--- src/pkg/pte_pkg.sv ---
/*
  Constants for the event conditioning, interrupt flag and status block.
  Assumes a 250 MHz bus clock that also clocks the timer side.
*/
package pte_pkg;

  localparam int unsigned CLK_PERIOD_PS = 4000;
  localparam int unsigned SYNC_TIME_NS  = 12;
  localparam int unsigned SYNC_CYCLES   = (SYNC_TIME_NS * 1000 + CLK_PERIOD_PS - 1) / CLK_PERIOD_PS;
  localparam int unsigned SYNC_CNT_W    = 2;
  localparam int unsigned FILT_SAMPLES  = 4;

  localparam logic [7:0] IDX_EVT_A  = 8'h08;
  localparam logic [7:0] IDX_EVT_B  = 8'h09;
  localparam logic [7:0] IDX_INT_EN = 8'h0C;
  localparam logic [7:0] IDX_FLAGS  = 8'h0D;
  localparam logic [7:0] IDX_STATUS = 8'h0E;

  localparam logic [2:0] SEL_NONE   = 3'h0;
  localparam logic [2:0] SEL_EVT_A  = 3'h1;
  localparam logic [2:0] SEL_EVT_B  = 3'h2;
  localparam logic [2:0] SEL_INT_EN = 3'h3;
  localparam logic [2:0] SEL_FLAGS  = 3'h4;
  localparam logic [2:0] SEL_STATUS = 3'h5;

  localparam int unsigned CFG_LSB    = 6;
  localparam int unsigned EDGE_BIT   = 4;
  localparam int unsigned ACTION_BIT = 2;
  localparam int unsigned EVENT_TRIGGER_INPUT_ENABLE_BIT = 0;
  localparam logic [1:0]  CFG_NEITHER = 2'h0;
  localparam logic [1:0]  CFG_FILTER  = 2'h1;
  localparam logic [1:0]  CFG_ASYNC   = 2'h2;

  localparam int unsigned TRIGGER_B_IRQ_BIT  = 3;
  localparam int unsigned TRIGGER_A_IRQ_BIT  = 2;
  localparam int unsigned OVF_BIT    = 0;
  localparam int unsigned ACTB_BIT   = 7;
  localparam int unsigned ACTA_BIT   = 6;
  localparam int unsigned COMMAND_READY_BIT = 1;
  localparam int unsigned ENABLE_READY_BIT  = 0;

  localparam logic [7:0] EVT_MASK   = 8'hD5;
  localparam logic [7:0] INT_MASK   = 8'h0D;
  localparam logic [7:0] REG_RESET  = 8'h00;

  typedef enum logic [0:0] {
    PTE_IDLE = 1'b0,
    PTE_BUSY = 1'b1
  } pte_sync_st_t;

endpackage : pte_pkg

--- src/design/pte_sync_track.sv ---
/*
  Tracks one crossing into the timer side and shows when it is done.
  Assumes start is a one-cycle pulse from the register logic.
*/
`timescale 1ns/1ps
module pte_sync_track
  import pte_pkg::*;
(
  input  wire logic pclk,
  input  wire logic presetn,
  input  wire logic start,
  output logic      ready,
  output logic      taken
);

  typedef struct packed {
    pte_sync_st_t          st;
    logic [SYNC_CNT_W-1:0] cnt;
    logic                  taken;
  } pte_trk_st_t;

  pte_trk_st_t cur_ff;
  pte_trk_st_t nxt_cur;

  always_comb begin
    nxt_cur       = cur_ff;
    nxt_cur.taken = 1'b0;
    case (cur_ff.st)
      PTE_IDLE: begin
        if (start) begin
          nxt_cur.st    = PTE_BUSY;
          nxt_cur.cnt   = SYNC_CNT_W'(SYNC_CYCLES - 1);
          nxt_cur.taken = 1'b1;
        end
      end
      default: begin
        // Start while busy is dropped on purpose
        if (cur_ff.cnt != '0) begin // RL19
          nxt_cur.cnt = cur_ff.cnt - 1'b1;
        end else begin
          nxt_cur.st = PTE_IDLE; // RL22
        end
      end
    endcase
  end

  // Comes up busy so ready rises by itself after reset
  always_ff @(posedge pclk or negedge presetn) begin
    if (!presetn) begin
      cur_ff <= '{st: PTE_BUSY, cnt: SYNC_CNT_W'(SYNC_CYCLES - 1), taken: 1'b0};
    end else begin
      cur_ff <= nxt_cur;
    end
  end

  assign ready = (cur_ff.st == PTE_IDLE);
  assign taken = cur_ff.taken;
endmodule : pte_sync_track

--- src/design/pte_evt_cond.sv ---
/*
  Conditions one event input: filter, edge or level select, action.
  Assumes event_in is already synchronous to pclk.
*/
`timescale 1ns/1ps
module pte_evt_cond
  import pte_pkg::*;
(
  input  wire logic       pclk,
  input  wire logic       presetn,
  input  wire logic       event_in,
  input  wire logic [7:0] cfg,
  output logic            trigger,
  output logic            capture,
  output logic            fault,
  output logic            async_fault
);

  typedef struct packed {
    logic [FILT_SAMPLES-1:0] hist;
    logic                    lvl;
    logic                    filt;
    logic                    act_prev;
    logic                    trig;
    logic                    cap;
    logic                    fault;
  } pte_cond_st_t;

  pte_cond_st_t cur_ff;
  pte_cond_st_t nxt_cur;
  logic [1:0]   mode;
  logic         src;
  logic         act;
  logic         en;

  assign mode = cfg[CFG_LSB+1:CFG_LSB];
  assign en   = cfg[EVENT_TRIGGER_INPUT_ENABLE_BIT]; // RL8

  always_comb begin
    nxt_cur      = cur_ff;
    nxt_cur.hist = {cur_ff.hist[FILT_SAMPLES-2:0], event_in};
    nxt_cur.lvl  = event_in;
    if (cur_ff.hist == '1) begin // RL1
      nxt_cur.filt = 1'b1;
    end else if (cur_ff.hist == '0) begin
      nxt_cur.filt = 1'b0;
    end
    // Reserved codes act as neither
    src = (mode == CFG_FILTER) ? cur_ff.filt : cur_ff.lvl; // RL4 RL2
    act = cfg[EDGE_BIT] ? src : !src; // RL5
    nxt_cur.act_prev = act;
    nxt_cur.fault    = en && act;
    nxt_cur.trig     = en && act && !cur_ff.act_prev;
    nxt_cur.cap      = en && act && !cur_ff.act_prev && cfg[ACTION_BIT]; // RL6
  end

  always_ff @(posedge pclk or negedge presetn) begin
    if (!presetn) begin
      cur_ff <= '0;
    end else begin
      cur_ff <= nxt_cur;
    end
  end

  assign trigger = cur_ff.trig;
  assign capture = cur_ff.cap;
  assign fault   = cur_ff.fault;
  // Bypasses every flop so the output reacts within the cycle
  assign async_fault = en && (mode == CFG_ASYNC) &&
                       (cfg[EDGE_BIT] ? event_in : !event_in); // RL3
endmodule : pte_evt_cond

--- src/design/pte_top.sv ---
/*
  Event conditioning, interrupt flags and sync status of the waveform timer,
  with an APB slave for its five registers.
  Assumes strobes, cycle end and waveform outputs come synchronous to pclk
  from the counter logic, and that the timer side shares pclk.
*/
// Chosen here: register access over APB.
// Contract
// RL1: Filtered event level changes only after four equal consecutive samples.
// RL2: Filtering delays capture by four clock cycles versus unfiltered path.
// RL3: Asynchronous mode lets the event act on the output directly.
// RL4: Config bits 7:6: 0 neither, 1 filter, 2 asynchronous, others reserved.
// RL5: Edge bit 4: 0 falling or low, 1 rising or high triggers.
// RL6: Action bit 2: 0 fault only, 1 fault and capture.
// RL7: Fault reaction comes from the matching input mode setting.
// RL8: Bit 0 of each event control makes the event a trigger source.
// RL9: Interrupt enables: trigger B bit 3, trigger A bit 2, overflow bit 0.
// RL10: Trigger A or B flag sets on its trigger or capture condition.
// RL11: Overflow flag sets at each end of timer cycle.
// RL12: Flags clear only by writing one; writing zero keeps them.
// RL13: Activity bits 7 and 6 set when output B or A toggles.
// RL14: Software clears an activity bit by writing one before reuse.
// RL15: Command ready bit 1 reads high once last command is synced.
// RL16: Command strobes or compare B high write with auto update clear it.
// RL17: Enable ready bit 0 reads high once enable value is synced.
// RL18: Enable write, disable strobe or debug break without run clear it.
// RL19: A command issued while one is still syncing is ignored.
// RL20: Each enable write syncs; a new one is accepted only after.
// RL21: Interrupt request is high while any flag and its enable are set.
// RL22: Ready bits rise again by themselves when syncing completes.
`timescale 1ns/1ps
module pte_top
  import pte_pkg::*;
(
  input  wire logic        pclk,
  input  wire logic        presetn,
  input  wire logic        psel,
  input  wire logic        penable,
  input  wire logic        pwrite,
  input  wire logic [7:0]  paddr,
  input  wire logic [31:0] pwdata,
  output logic      [31:0] prdata,
  output logic             pready,
  output logic             pslverr,
  input  wire logic        event_in_a,
  input  wire logic        event_in_b,
  input  wire logic [3:0]  input_mode_a,
  input  wire logic [3:0]  input_mode_b,
  input  wire logic        waveform_out_a,
  input  wire logic        waveform_out_b,
  input  wire logic        cycle_end,
  input  wire logic        sync_at_cycle_end_strobe,
  input  wire logic        sync_now_strobe,
  input  wire logic        restart_strobe,
  input  wire logic        soft_capture_a_strobe,
  input  wire logic        soft_capture_b_strobe,
  input  wire logic        auto_update,
  input  wire logic        compare_b_clear_high_wr,
  input  wire logic        enable_wr,
  input  wire logic        disable_at_cycle_end_strobe,
  input  wire logic        debug_break,
  input  wire logic        debug_run,
  output logic             irq,
  output logic             trigger_a,
  output logic             trigger_b,
  output logic             capture_a,
  output logic             capture_b,
  output logic      [3:0]  fault_reaction_a,
  output logic      [3:0]  fault_reaction_b,
  output logic             async_fault_a,
  output logic             async_fault_b,
  output logic             command_taken,
  output logic             enable_taken
);

  typedef struct packed {
    logic [7:0]  evt_a;
    logic [7:0]  evt_b;
    logic [7:0]  int_en;
    logic [7:0]  flags;
    logic        act_a;
    logic        act_b;
    logic        woa_prev;
    logic        wob_prev;
    logic        brk_prev;
    logic [3:0]  fra;
    logic [3:0]  frb;
    logic [31:0] prdata;
  } pte_top_st_t;

  pte_top_st_t cur_ff;
  pte_top_st_t nxt_cur;

  logic       fault_a;
  logic       fault_b;
  logic       command_ready;
  logic       enable_ready;
  logic       cmd_start;
  logic       en_start;
  logic       brk_rise;
  logic [2:0] sel;
  logic       acc;
  logic       wr;
  logic [7:0] flag_set;
  logic [7:0] flag_clr;
  logic [7:0] status_val;

  // Byte address is four times the printed index
  function automatic logic [7:0] pte_addr(input logic [7:0] idx);
    pte_addr = {idx[5:0], 2'b00};
  endfunction : pte_addr

  function automatic logic [2:0] pte_sel(input logic [7:0] addr);
    if (addr == pte_addr(IDX_EVT_A)) begin
      pte_sel = SEL_EVT_A;
    end else if (addr == pte_addr(IDX_EVT_B)) begin
      pte_sel = SEL_EVT_B;
    end else if (addr == pte_addr(IDX_INT_EN)) begin
      pte_sel = SEL_INT_EN;
    end else if (addr == pte_addr(IDX_FLAGS)) begin
      pte_sel = SEL_FLAGS;
    end else if (addr == pte_addr(IDX_STATUS)) begin
      pte_sel = SEL_STATUS;
    end else begin
      pte_sel = SEL_NONE;
    end
  endfunction : pte_sel

  pte_evt_cond u_cond_a (
    .pclk        (pclk),
    .presetn     (presetn),
    .event_in    (event_in_a),
    .cfg         (cur_ff.evt_a),
    .trigger     (trigger_a),
    .capture     (capture_a),
    .fault       (fault_a),
    .async_fault (async_fault_a)
  );

  pte_evt_cond u_cond_b (
    .pclk        (pclk),
    .presetn     (presetn),
    .event_in    (event_in_b),
    .cfg         (cur_ff.evt_b),
    .trigger     (trigger_b),
    .capture     (capture_b),
    .fault       (fault_b),
    .async_fault (async_fault_b)
  );

  assign cmd_start = sync_at_cycle_end_strobe || sync_now_strobe || restart_strobe ||
                     soft_capture_a_strobe || soft_capture_b_strobe ||
                     (auto_update && compare_b_clear_high_wr); // RL16
  assign brk_rise  = debug_break && !cur_ff.brk_prev;
  assign en_start  = enable_wr || disable_at_cycle_end_strobe ||
                     (brk_rise && !debug_run); // RL18 RL20

  pte_sync_track u_cmd_trk (
    .pclk    (pclk),
    .presetn (presetn),
    .start   (cmd_start),
    .ready   (command_ready),
    .taken   (command_taken)
  );

  pte_sync_track u_en_trk (
    .pclk    (pclk),
    .presetn (presetn),
    .start   (en_start),
    .ready   (enable_ready),
    .taken   (enable_taken)
  );

  assign sel = pte_sel(paddr);
  assign acc = psel && penable;
  assign wr  = acc && pwrite && (sel != SEL_NONE);

  always_comb begin
    flag_set            = '0;
    flag_set[TRIGGER_A_IRQ_BIT] = trigger_a; // RL10
    flag_set[TRIGGER_B_IRQ_BIT] = trigger_b;
    flag_set[OVF_BIT]   = cycle_end; // RL11
    flag_clr = (wr && sel == SEL_FLAGS) ? (pwdata[7:0] & INT_MASK) : '0;
  end

  always_comb begin
    status_val             = '0;
    status_val[ACTB_BIT]   = cur_ff.act_b;
    status_val[ACTA_BIT]   = cur_ff.act_a;
    status_val[COMMAND_READY_BIT] = command_ready; // RL15
    status_val[ENABLE_READY_BIT]  = enable_ready; // RL17
  end

  always_comb begin
    nxt_cur          = cur_ff;
    nxt_cur.woa_prev = waveform_out_a;
    nxt_cur.wob_prev = waveform_out_b;
    nxt_cur.brk_prev = debug_break;
    if (wr && sel == SEL_EVT_A) begin
      nxt_cur.evt_a = pwdata[7:0] & EVT_MASK;
    end
    if (wr && sel == SEL_EVT_B) begin
      nxt_cur.evt_b = pwdata[7:0] & EVT_MASK;
    end
    if (wr && sel == SEL_INT_EN) begin
      nxt_cur.int_en = pwdata[7:0] & INT_MASK; // RL9
    end
    // Set beats a same-cycle clear so no event is lost
    nxt_cur.flags = (cur_ff.flags & ~flag_clr) | flag_set; // RL12
    if (wr && sel == SEL_STATUS && pwdata[ACTA_BIT]) begin
      nxt_cur.act_a = 1'b0;
    end
    if (wr && sel == SEL_STATUS && pwdata[ACTB_BIT]) begin
      nxt_cur.act_b = 1'b0;
    end
    if (waveform_out_a != cur_ff.woa_prev) begin
      nxt_cur.act_a = 1'b1; // RL13
    end
    if (waveform_out_b != cur_ff.wob_prev) begin
      nxt_cur.act_b = 1'b1; // RL13
    end
    nxt_cur.fra = fault_a ? input_mode_a : 4'h0; // RL7
    nxt_cur.frb = fault_b ? input_mode_b : 4'h0; // RL7
    // Read data is sampled in the setup phase for a zero-wait answer
    if (psel && !penable && !pwrite) begin
      if (sel == SEL_EVT_A) begin
        nxt_cur.prdata = {24'h000000, cur_ff.evt_a};
      end else if (sel == SEL_EVT_B) begin
        nxt_cur.prdata = {24'h000000, cur_ff.evt_b};
      end else if (sel == SEL_INT_EN) begin
        nxt_cur.prdata = {24'h000000, cur_ff.int_en};
      end else if (sel == SEL_FLAGS) begin
        nxt_cur.prdata = {24'h000000, cur_ff.flags};
      end else if (sel == SEL_STATUS) begin
        nxt_cur.prdata = {24'h000000, status_val};
      end else begin
        nxt_cur.prdata = 32'h00000000;
      end
    end
  end

  always_ff @(posedge pclk or negedge presetn) begin
    if (!presetn) begin
      cur_ff        <= '0;
      cur_ff.evt_a  <= REG_RESET;
      cur_ff.evt_b  <= REG_RESET;
      cur_ff.int_en <= REG_RESET;
      cur_ff.flags  <= REG_RESET;
    end else begin
      cur_ff <= nxt_cur;
    end
  end

  assign prdata           = cur_ff.prdata;
  assign pready           = 1'b1;
  assign pslverr          = acc && (sel == SEL_NONE);
  assign irq              = |(cur_ff.flags & cur_ff.int_en); // RL21
  assign fault_reaction_a = cur_ff.fra;
  assign fault_reaction_b = cur_ff.frb;
endmodule : pte_top

--- config.mk ---
export PLATFORM = sky130hd
export DESIGN_NAME = pte_top
export DESIGN_NICKNAME = d
export VERILOG_FILES = /design/src/pkg/pte_pkg.sv /design/src/design/pte_sync_track.sv /design/src/design/pte_evt_cond.sv /design/src/design/pte_top.sv
export SDC_FILE = /design/constraint.sdc
export NUM_CORES = 1
export LEC_CHECK = 0
export BUFFER_PORTS_ARGS = -buffer_cell sky130_fd_sc_hd__buf_2
export CORE_ASPECT_RATIO = 2
export CORE_UTILIZATION = 43
export DETAILED_ROUTE_END_ITERATION = 16
export PLACE_DENSITY = 0.75
export SLEW_MARGIN = 20
export SYNTH_ARGS = -nofsm -noshare
export SYNTH_HDL_FRONTEND = slang
export SYNTH_SLANG_ARGS = --single-unit
export TNS_END_PERCENT = 10
--- constraint.sdc ---
create_clock -name pclk -period 1.3 [get_ports pclk]
set_input_delay 0.13 -clock pclk [delete_from_list [all_inputs] [get_ports pclk]]
set_output_delay 0.13 -clock pclk [all_outputs]
set_load 0.02 [all_outputs]
== Word level (Yosys, flattened, before mapping) ==
Index checks and enable logic that the tools add are counted.
Operators by class
  $add $sub $neg: 2
  eq/ne operators: 20
  mux-type cells: 37
  bitwise logic cells: 6
  reductions and logical operators: 58
Operator list (number)
  $eq A8 B6 Y1 const B: 5
  $mux W8: 5
  $logic_and A1 B1 Y1: 26
  $mux W3: 7
  $mux W4: 5
  $mux W1: 18
  $reduce_bool A2 Y1: 8
  $logic_not A1 Y1: 10
  $and A8 B4 Y8: 1
  $and A8 B8 Y8: 1
  $eq A4 B4 Y1 const B: 2
  $logic_not A4 Y1: 2
  $not A4 Y8: 1
  $or A8 B4 Y8: 1
  $reduce_or A8 Y1: 1
  $logic_or A1 B1 Y1: 7
  $eq A3 B2 Y1 const B: 2
  $eq A3 B3 Y1 const B: 2
  $eq A2 B1 Y1 const B: 2
  $eq A2 B2 Y1 const B: 2
  $mux W2: 2
  $ne A2 B2 Y1 const B: 2
  $reduce_and A2 Y1: 2
  $sub A2 B1 Y2 const B: 2
  other kinds (5): 7
Word-level totals
  bits in registers: 94
  output and inout port bits: 51
  logic and storage cells: 155

== Logic depth before layout (Yosys ltp) ==
Gate-level depths: netlist (run 1).
  depth after elaboration: 13
  depth in mapped cells: 5
  mapped depth without buffers: 5

== Cells and area by module ==
Synthesis (run 1) repeated with hierarchy kept, for this count alone.
Unflattened totals
  cells, all modules: 261
  area total of the unflattened synthesis: 2990.4 um^2
By module, submodules not included
  pte_top: times used 1, cells each 175, area an instance 1916.8 um^2
  pte_evt_cond: times used 2, cells each 29, area an instance 352.8 um^2
  pte_sync_track: times used 2, cells each 14, area an instance 183.9 um^2

== Least setup slack after synthesis (run 1) ==
Ideal clock, no wire load.
  path kind: input-to-reg
  start point: input port paddr[2]
  end point: register cur_ff (netlist bit prdata[2])
  setup time: 0.120 ns
  arrival: 1.146 ns
  path slack: 0.034 ns
  stages on the path: 5
  buffers on the path: 1
  cells stage by stage: clkbuf_1 > mux2_2 > nand2_1 > o21ai_0 > a31o_2
On the way
  cells in the longest elaborated chain, start to end: 11
  elaborated cells on any way between the ends: 18
  those cells by class: eq/ne: 9; mux: 9
RTL lines
  from (decl): line pte_top.sv:40  | input wire logic [7:0] paddr,
  $eq A8 B6 Y1: line pte_top.sv:122  | end else if (addr == pte_addr(IDX_STATUS)) begin
  $mux W3: line pte_top.sv:122
  $mux W3: line pte_top.sv:120  | end else if (addr == pte_addr(IDX_FLAGS)) begin
  $mux W3: line pte_top.sv:118  | end else if (addr == pte_addr(IDX_INT_EN)) begin
  $mux W3: line pte_top.sv:116  | end else if (addr == pte_addr(IDX_EVT_B)) begin
  $mux W3 (*): line pte_top.sv:114  | if (addr == pte_addr(IDX_EVT_A)) begin
  $eq A3 B3 Y1: line pte_top.sv:232  | end else if (sel == SEL_FLAGS) begin
  $mux W8: line pte_top.sv:232
  $mux W8: line pte_top.sv:230  | end else if (sel == SEL_INT_EN) begin
  $mux W8: line pte_top.sv:228  | end else if (sel == SEL_EVT_B) begin
  $mux W8 (*): line pte_top.sv:226  | if (sel == SEL_EVT_A) begin
  to (signal assigned): line pte_top.sv:250  | cur_ff <= nxt_cur;
  to (decl): line pte_top.sv:91  | pte_top_st_t cur_ff;
Every way passes the cells marked *; elsewhere a longest branch is shown, timed or not.
A chain may end at the register's enable or synchronous reset.

== Worst setup path in the final report (run 1) ==
  start point: register cur_ff[53] (netlist name)
  end point: output port irq
On the way
  cells in the longest elaborated chain, start to end: 2
RTL lines
  $and A8 B4 Y8: line pte_top.sv:257  | assign irq = |(cur_ff.flags & cur_ff.int_en);
  $reduce_or A8 Y1: line pte_top.sv:257
  to (decl): line pte_top.sv:63  | output logic irq,
No other way between the ends.

==> results.json, run 1 <==
{
  "leakage_nw": 1.959,
  "antenna_found_initial": 0,
  "die_height_microns": 118.9,
  "p_clk_frac": 0.451,
  "fp.dieW_microns": 60.46,
  "power_density_nw_per_um2": 1507,
  "synthArstFlopShare": 1.000,
  "ant_nets": 0,
  "finalHoldViolations": 0,
  "synthFlopType": "dfrtp_1",
  "holdWs_ns": 0.01469,
  "antenna_cells": 0,
  "top_usage_layer": "met2",
  "drt-vias-per-instance": 4.774,
  "nFillCells": 595,
  "first_global_vias": 2119,
  "fmax_mhz": 691.1,
  "synth_edf_count": 0,
  "cp-end-kind": "primary output",
  "slowest_delay_ns": 0.38,
  "failed_checks": "negative setup slack",
  "grt_usage": 0.1849,
  "synth_seq_cells": 62,
  "yosysMostFrequentCell": "dfrtp_1",
  "holdPathEnd": "fault_reaction_b[0]$_DFF_PN0_",
  "worst_slack_ns": -0.1470,
  "io_pins": 120,
  "grt_start_max_net_pins": 63,
  "synth_area_leaders": "dfrtp_1, buf_4, mux2_2",
  "synth_area_sq_um": 2939,
  "num_vias": 2091,
  "dr.pass1.iters": 4,
  "seqPwrFrac": 0.399,
  "post_dp_cell_area_sq_um": 3311,
  "gr-total-overflow": 0,
  "critPathMaxFanout": 2,
  "min_period_ns": 1.447,
  "clkSlewWorstSetupHoldPaths_ns": 0.05,
  "fin_cells": 438,
  "worstReg2RegEnd": "u_cond_b.trigger$_DFF_PN0_",
  "cts_buffers": 9,
  "fin_util": 0.5656,
  "worst_setup_path_start_kind": "register",
  "ff2ff_path_depth": 5,
  "cts-root-buf": "clkbuf_16",
  "drcViolationCount": 0,
  "combPwrFrac": 0.150,
  "clk_path_buf_depth": 2,
  "ys_top_cells_by_count": "dfrtp_1, buf_4, mux2_2, nand2_1, inv_1",
  "min_from": "input_mode_b[0]",
  "met3_usage": 0.06080,
  "start_util": 0.4439,
  "multi_input_area_sq_um": 1127,
  "p_switching_w": 0.001414,
  "finalMaxSlewViolations": 0,
  "cp.buffers_inverters": 2,
  "timing.final.crit_share": 1.113,
  "max-cap-violations": 0,
  "cts_max_level": 3,
  "seq_area_frac_synth": 0.5296,
  "fin_nets": 416,
  "design_area_sq_um": 3745,
  "finClkSkew_ns": 0.003071,
  "hp-class": "in2reg",
  "area_delta_synth_final_pct": 27.42,
  "arrival_ns": 1.32,
  "critPathKind": "reg2out",
  "slowest_stage": "dfrtp_1",
  "layout-drive-gt1-share": 0.4029,
  "coreArea_sq_um": 6621,
  "die_area_sq_um": 7190,
  "place_ws_ns": -0.1605,
  "path_cells": "a222oi_1, inv_1, buf_2",
  "fp-row-count": 42,
  "cts_tree": "built",
  "ys_types": 46,
  "status": "complete, but fails checks",
  "ff2ff_setup_slack_ns": 0.01,
  "worst_path_dominant_cell_family": "flip-flops",
  "min_delay_path_depth": 2,
  "dp.final_hpwl_mm": 4.409,
  "setup_viol": 3,
  "yosysTopAreaCell": "dfrtp_1",
  "first_iter_violations": 37,
  "seq_area_sq_um": 1556,
  "syn_inst": 261,
  "totalWireLength_mm": 5.951,
  "grt_pass1_wl_mm": 9.604,
  "yosysWarnings": 0,
  "io_buffers": 67,
  "intPower_w": 0.004229,
  "yosysTopAreaCellShare": 0.4938,
  "rsz0062_at_grt": "true",
  "required_ns": 1.17,
  "switching_share": 0.2506,
  "dp_cells": 413,
  "clock-sinks": 62,
  "r2r-start": "cur_ff[68]$_DFFE_PN0P_",
  "gp_congestion": 0.8209,
  "met2_usage": 0.3201,
  "wire_per_inst_microns": 13.59,
  "insertion_delay_ns": 0.33,
  "use_met1": 0.1876,
  "synth.avg_cell_area_sq_um": 11.26,
  "peakVddDrop_mv": 1.045
}
==> layout by cell type (no fill, tap or decap), types with 3 or more instances in the layout <==
| cell type | netlist | routed |
|---|---|---|
| inv_1 | 13 | 12 |
| nor2_1 | 10 | 10 |
| and2_1 | 9 | 9 |
| dlygate4sd3_1 | 0 | 7 |
| o21ai_0 | 6 | 6 |
| a31oi_1 | 3 | 3 |
| buf_2 | 1 | 65 |
| xor2_1 | 4 | 4 |
| clkbuf_16 | 0 | 9 |
| buf_4 | 41 | 20 |
| nand2_1 | 18 | 18 |
| a21oi_1 | 6 | 6 |
| conb_1 | 2 | 26 |
| nor3_2 | 1 | 3 |
| dfrtp_1 | 58 | 58 |
| nand2b_1 | 3 | 3 |
| mux2i_1 | 4 | 4 |
| xnor2_1 | 3 | 3 |
| dfstp_2 | 4 | 4 |
| a21o_1 | 6 | 6 |
| nand4_1 | 4 | 4 |
| nand3_1 | 7 | 7 |
| mux2_2 | 18 | 18 |
==> power by group through the flow <==
stage                     sequential (W)  combinational [W]  clock (W)
after global placement           0.00227           0.000753          0
after detailed placement         0.00228           0.000804          0
after CTS                        0.00225           0.000846    0.00259
after global routing             0.00227           0.000947    0.00269
final                            0.00225           0.000844    0.00255
after floorplan                  0.00229           0.000558          0
==> layout make-up <==
cell class,instances,area share
sequential,62,0.4156
inverter,13,0.01303
tap,88,0.02940
multi-input combinational,165,0.3010
clock buffer,12,0.06582
clock inverter,4,0.01871
timing repair buffer,94,0.1564
==> stage by stage <==
stage          total power, W  TNS [ns]
3_5_place_dp         0.003080    -2.431
2_1_floorplan        0.002846         0
3_3_place_gp         0.003019    -1.874
5_1_grt              0.005902   -0.8233
4_1_cts              0.005689   -0.4246
6_report             0.005642   -0.3553
==> kinds of logic after synthesis <==
family	after synthesis	share of synthesized area
AOI/OAI and AO/OA	33	0.07578
xor gates and xnor gates	7	0.02086
adders and majority gates	2	0.008513
buffers and inverters	58	0.1269
DFF	62	0.5296
muxes	22	0.08259
other	2	0.002555
and+or+nand+nor	75	0.1533
==> worst max-delay path by stage <==
stage,startpoint,end,slack [ns],depth (start not counted)
finish,cur_ff[53]$_DFFE_PN0P_,irq,-0.15,3
global route,cur_ff[53]$_DFFE_PN0P_,irq,-0.24,3
CTS,cur_ff[45]$_DFF_PN0_,irq,-0.16,3
detailed placement,paddr[1],cur_ff[55]$_DFFE_PN0P_,-0.16,5
global placement,paddr[1],cur_ff[55]$_DFFE_PN0P_,-0.13,5
floorplan,paddr[2],prdata[2]$_DFFE_PN0P_,0.03,5
==> registers in the layout, summed over array words and instances, names as in the netlist, 3 cells and up <==
register / count
fault_reaction_b: 4
prdata: 7
u_cond_b.cur_ff: 6
u_cmd_trk.cur_ff: 3
fault_reaction_a: 4
u_cond_a.cur_ff: 6
cur_ff: 21
u_en_trk.cur_ff: 3
==> what timing repair did <==
| action | in CTS | in global routing |
|---|---|---|
| hold buffers | 7 | 0 |
| hold endpoints to repair | 64 | 0 |
| setup buffers | 2 | 0 |
| cloned | 0 | 0 |
| gates resized for setup | 4 | 5 |
| setup endpoints to repair | 7 | 10 |
| pin swaps | 6 | 3 |
==> layer usage <==
layer | wire (microns) | vias to the layer above
met5 | 0 | -
met4 | 126 | 0
met3 | 326 | 11
met2 | 3350 | 83
met1 | 2147 | 1008
li1 | - | 989
Note: power is estimated with default switching activity, not from simulation.
==> run 2: changes to the inputs <==
--- a/config.mk
+++ b/config.mk
@@ -7,9 +7,11 @@
 export LEC_CHECK = 0
 export BUFFER_PORTS_ARGS = -buffer_cell sky130_fd_sc_hd__buf_2
 export CORE_ASPECT_RATIO = 2
+export CORE_MARGIN = 2
 export CORE_UTILIZATION = 43
 export DETAILED_ROUTE_END_ITERATION = 16
 export PLACE_DENSITY = 0.75
+export RECOVER_POWER = 100
 export SLEW_MARGIN = 20
 export SYNTH_ARGS = -nofsm -noshare
 export SYNTH_HDL_FRONTEND = slang
==> run 2 against run 1 <==
  * The run still ends with negative setup slack left
  * Sequential share of layout area grew 0.55 points
  * Clock power increased by 8.6%
  * Clock skew is 0.0016 ns higher
  * Worst setup slack got worse by 0.032 ns
  * Core utilization is 0.70 points lower
==> results.json, run 2 (synthesized netlist as in run 1, its figures left out) <==
{
  "first_global_vias": 2171,
  "cts_buffers": 9,
  "largest_reg_flops": 21,
  "relSlewSlack": 0.4264,
  "required_ns": 1.17,
  "io_pins": 120,
  "die_height_microns": 120.9,
  "setup_viol": 4,
  "fmax_mhz": 676.3,
  "gp_congestion": 0.7831,
  "cp-end-kind": "primary output",
  "clk_path_buf_depth": 2,
  "io_buffers": 67,
  "min_from": "input_mode_a[3]",
  "antenna_found_initial": 0,
  "fin_cells": 440,
  "grt_start_max_net_pins": 28,
  "antenna_cells": 0,
  "peakVddDrop_mv": 1.059,
  "start_util": 0.4439,
  "worst_slack_ns": -0.1787,
  "insertion_delay_ns": 0.33,
  "cts-root-buf": "clkbuf_16",
  "regMostFlops": "cur_ff",
  "dr.pass1.iters": 4,
  "cts_tree": "built",
  "fin_nets": 418,
  "timing.final.crit_share": 1.137,
  "fp.dieW_microns": 62.46,
  "arrival_ns": 1.35,
  "status": "complete, but fails checks",
  "final_common_cell": "dfrtp_1",
  "gr-total-overflow": 0,
  "clkSlewWorstSetupHoldPaths_ns": 0.05,
  "critPathMaxFanout": 2,
  "hp-class": "in2reg",
  "fin_setup_tns_ns": -0.4438,
  "drcViolationCount": 0,
  "min_period_ns": 1.479,
  "leakage_nw": 1.821,
  "rsz0062_at_grt": "true",
  "layout-drive-gt1-share": 0.3068,
  "drt-vias-per-instance": 4.709,
  "ant_nets": 0,
  "startpoint": "cur_ff[53]$_DFFE_PN0P_",
  "failed_checks": "negative setup slack",
  "finClkSkew_ns": 0.004646,
  "finalHoldViolations": 0,
  "dp_cells": 415,
  "totalWireLength_mm": 5.942,
  "power_density_nw_per_um2": 1575,
  "grt_usage": 0.1738,
  "r2r-start": "u_cmd_trk.cur_ff[2]$_DFFE_PN1P_",
  "fp-row-count": 42,
  "num_vias": 2072,
  "first_iter_violations": 59,
  "die_area_sq_um": 7553,
  "grt_pass1_wl_mm": 9.908,
  "max-cap-violations": 0,
  "cts_max_level": 3,
  "finalMaxSlewViolations": 0,
  "coreArea_sq_um": 6621,
  "nFillCells": 610,
  "dp.final_hpwl_mm": 4.643,
  "worst_setup_path_start_kind": "register",
  "most-common-layout-cells": "dfrtp_1, buf_2, clkbuf_1",
  "area_delta_synth_final_pct": 25.84,
  "clock-sinks": 62,
  "wire_per_inst_microns": 13.50,
  "tightestPinTransition_ns": 0.8603,
  "critPathKind": "reg2out"
}
## run 2: cell types whose count changed in the layout (fill, tap and decap cells not counted), moves of 3 or more
cell and delta:
buf_2 -26, and2_1 -6, buf_4 -3, and2_0 +6, clkbuf_1 +29
## run 2: routing by layer
metal / global-route usage / vias up / part of all wire
met5: 0 / - / 0
met4: 0.1167 / 0 / 0.026
met3: 0.03618 / 13 / 0.057
met2: 0.3138 / 77 / 0.56
met1: 0.1768 / 992 / 0.36
li1: - / 990 / -
## run 2: through the flow
stage	util	setup WS [ns]	hold WS [ns]	instance area (sq um)	total power, W
after floorplan	-	0.03362	-0.1656	3029	0.002846
after global placement	0.5023	-0.1241	0.07281	3326	0.003032
after detailed placement	0.5023	-0.1395	0.07590	3326	0.003078
after CTS	0.5705	-0.1831	0.005519	3777	0.005907
after global routing	0.5586	-0.2409	0.02138	3699	0.006095
final	0.5586	-0.1787	0.01804	3699	0.005823
## run 2: critical path, cell delays in order, from the launching register on
cell,delay (ns)
dfrtp_1,0.39
a222oi_1,0.39
inv_1,0.10
buf_6,0.14
## run 2: worst paths after layout
path / to / slack, ns / depth (start not counted)
worst max-delay path: irq / -0.18 / 3
worst min-delay path: fault_reaction_a[3]$_DFF_PN0_ / 0.02 / 2
worst max register to register: u_cmd_trk.cur_ff[2]$_DFFE_PN1P_ / 0.02 / 4
worst min register to register: u_cond_a.cur_ff[8]$_DFF_PN0_ / 0.40 / 0
max in group asynchronous: u_cmd_trk.cur_ff[2]$_DFFE_PN1P_ / 0.11 / 3
min in group asynchronous: fault_reaction_b[1]$_DFF_PN0_ / 0.43 / 2
## run 2: report_power, final
part,switching [W],internal [W]
clock network,0.000799,0.00198
registers,0.000107,0.00214
logic,0.000463,0.000339
total,0.00137,0.00445
## run 2: layout make-up
| type | count | area, sq um | area share |
|---|---|---|---|
| Multi-Input combinational cell | 165 | 1087 | 0.2940 |
| Sequential cell | 62 | 1558 | 0.4212 |
| Clock buffer | 13 | 260.3 | 0.07037 |
| Tap cell | 88 | 110.1 | 0.02977 |
| Clock inverter | 3 | 90.09 | 0.02436 |
| Timing Repair Buffer | 96 | 544.3 | 0.1472 |
| Inverter | 13 | 48.80 | 0.01319 |
## run 2: what timing repair did
action / 4_1_cts / 5_1_grt
pin swaps: 6 / 2
hold endpoints to repair: 20 / 0
gates cloned: 0 / 0
hold buffers: 7 / 0
resized for setup: 4 / 6
buffers inserted: 2 / 0
endpoints found under the setup margin: 7 / 10
==> run 3: changes to the inputs <==
--- a/config.mk
+++ b/config.mk
@@ -6,7 +6,7 @@
 export NUM_CORES = 1
 export LEC_CHECK = 0
 export BUFFER_PORTS_ARGS = -buffer_cell sky130_fd_sc_hd__buf_2
-export CORE_ASPECT_RATIO = 2
+export CORE_ASPECT_RATIO = 0.6
 export CORE_MARGIN = 2
 export CORE_UTILIZATION = 43
 export DETAILED_ROUTE_END_ITERATION = 16
==> run 3 against run 2 <==
  * Largest cell class unchanged
  * Clock skew increased by 0.00060 ns
  * The flow still finishes with violations (negative setup slack)
  * Total power decreased by 3.1%
  * Largest power group unchanged
  * Clock power decreased by 8.7%
  * Core utilization decreased by 0.30 points
  * Non-clock buffer count increased by 1
  * Highest routed layer unchanged
  * Design area decreased by 0.14%
  * Critical endpoint is now async_fault_a
==> results.json, run 3 (synthesized netlist as in run 1, its figures left out) <==
{
  "status": "complete, but fails checks",
  "failed_checks": "negative setup slack",
  "wire_per_inst_microns": 14.64,
  "design_area_sq_um": 3694,
  "layout-drive-gt1-share": 0.3116,
  "worst_setup_path_start_kind": "register",
  "max-cap-violations": 0,
  "finClkSkew_ns": 0.005242,
  "fp.dieW_microns": 110.7,
  "fin_util": 0.5556,
  "grt_usage": 0.1860,
  "cts_tree": "built",
  "grt_pass1_wl_mm": 10.21,
  "dp.final_hpwl_mm": 4.830,
  "clock-sinks": 62,
  "first_global_vias": 2085,
  "required_ns": 1.17,
  "io_pins": 120,
  "final_common_cell": "dfrtp_1",
  "critPathKind": "reg2out",
  "clkSlewWorstSetupHoldPaths_ns": 0.05,
  "gr-total-overflow": 0,
  "area_delta_synth_final_pct": 25.67,
  "finalHoldViolations": 0,
  "cts-root-buf": "clkbuf_16",
  "num_vias": 2075,
  "drt-vias-per-instance": 4.716,
  "io_buffers": 67,
  "antenna_cells": 0,
  "critPathMaxFanout": 4,
  "finalMaxSlewViolations": 0,
  "post_dp_cell_area_sq_um": 3304,
  "hp-class": "in2reg",
  "cp-end-kind": "primary output",
  "die_area_sq_um": 7534,
  "power_density_nw_per_um2": 1528,
  "cts_max_level": 3,
  "clk_path_buf_depth": 2,
  "peakVddDrop_mv": 1.038,
  "timing.final.crit_share": 1.114,
  "fin_nets": 419,
  "drcViolationCount": 0,
  "totalWireLength_mm": 6.443,
  "insertion_delay_ns": 0.33,
  "gp_congestion": 0.8332,
  "relSlewSlack": 0.6562,
  "antenna_found_initial": 0,
  "fp-row-count": 23,
  "coreArea_sq_um": 6648,
  "ant_nets": 0,
  "worst_slack_ns": -0.1483,
  "start_util": 0.4421,
  "fmax_mhz": 690.5,
  "dr.pass1.iters": 5,
  "arrival_ns": 1.32,
  "die_height_microns": 68.04,
  "min_period_ns": 1.448,
  "ff2ff_setup_slack_ns": 0,
  "cts_buffers": 9,
  "p_total_w": 0.005645,
  "grt_start_max_net_pins": 31,
  "nFillCells": 599,
  "leakage_nw": 1.835,
  "largest_reg_flops": 21,
  "most-common-layout-cells": "dfrtp_1, buf_2, clkbuf_1",
  "regMostFlops": "cur_ff",
  "rsz0062_at_grt": "true",
  "tightestPinTransition_ns": 0.5113,
  "first_iter_violations": 104,
  "setup_viol": 4
}
-- run 3: final cells by class --
type	instances	area (sq um)	area share
clock inverter	4	70.07	0.01897
inverter	13	48.80	0.01321
clock buffer	12	246.5	0.06673
tap	87	108.9	0.02947
multi-input combinational	165	1126	0.3049
timing repair buffer	97	535.5	0.1450
sequential	62	1558	0.4217
-- run 3: power by group --
| group | switching (W) | internal (W) | total (W) |
|---|---|---|---|
| sequential | 0.000113 | 0.00214 | 0.00225 |
| combinational | 0.000500 | 0.000368 | 0.000868 |
| clock | 0.000805 | 0.00172 | 0.00253 |
-- run 3: routing by layer --
layer  vias up  routed length [microns]  global-route usage
met1       987                     2962              0.2349
met5         -                        0                   0
met2        81                     2828              0.2791
li1        996                        -                   -
met4         0                       86             0.09063
met3        11                      566             0.08060
-- run 3: per-stage QoR --
step	instances	worst slack, ns	hold WS [ns]	setup TNS [ns]
after floorplan	285	0.03362	-0.1656	0
after global placement	413	-0.1696	0.08641	-2.140
after detailed placement	413	-0.1724	0.09635	-2.442
after CTS	440	-0.1476	0.0003810	-0.4382
after global routing	440	-0.2644	0.007117	-1.098
final	440	-0.1483	0.01626	-0.4802
-- run 3: worst paths after layout --
check                                                 from                         endpoint  cells after the start
setup / recovery                    cur_ff[73]$_DFFE_PN0P_                    async_fault_a                      3
hold / removal                             input_mode_a[1]    fault_reaction_a[1]$_DFF_PN0_                      2
setup reg to reg           u_cmd_trk.cur_ff[2]$_DFFE_PN1P_  u_cmd_trk.cur_ff[2]$_DFFE_PN1P_                      4
hold reg to reg               u_cond_b.cur_ff[7]$_DFF_PN0_     u_cond_b.cur_ff[8]$_DFF_PN0_                      0
max in group asynchronous                          presetn     u_en_trk.cur_ff[3]$_DFF_PN1_                      3
min in group asynchronous                          presetn    fault_reaction_a[2]$_DFF_PN0_                      2
-- run 3: critical path, cell delays in order (launching register included) --
cell and delay (ns):
dfrtp_2 0.46, xor2_1 0.18, nor3_1 0.16, buf_2 0.19
-- run 3: repair_timing --
item,in CTS,in global routing
hold endpoints to repair,22,0
setup buffers,1,0
setup endpoints to repair,6,15
resized for setup,3,11
pin swaps,1,2
hold buffers,10,0
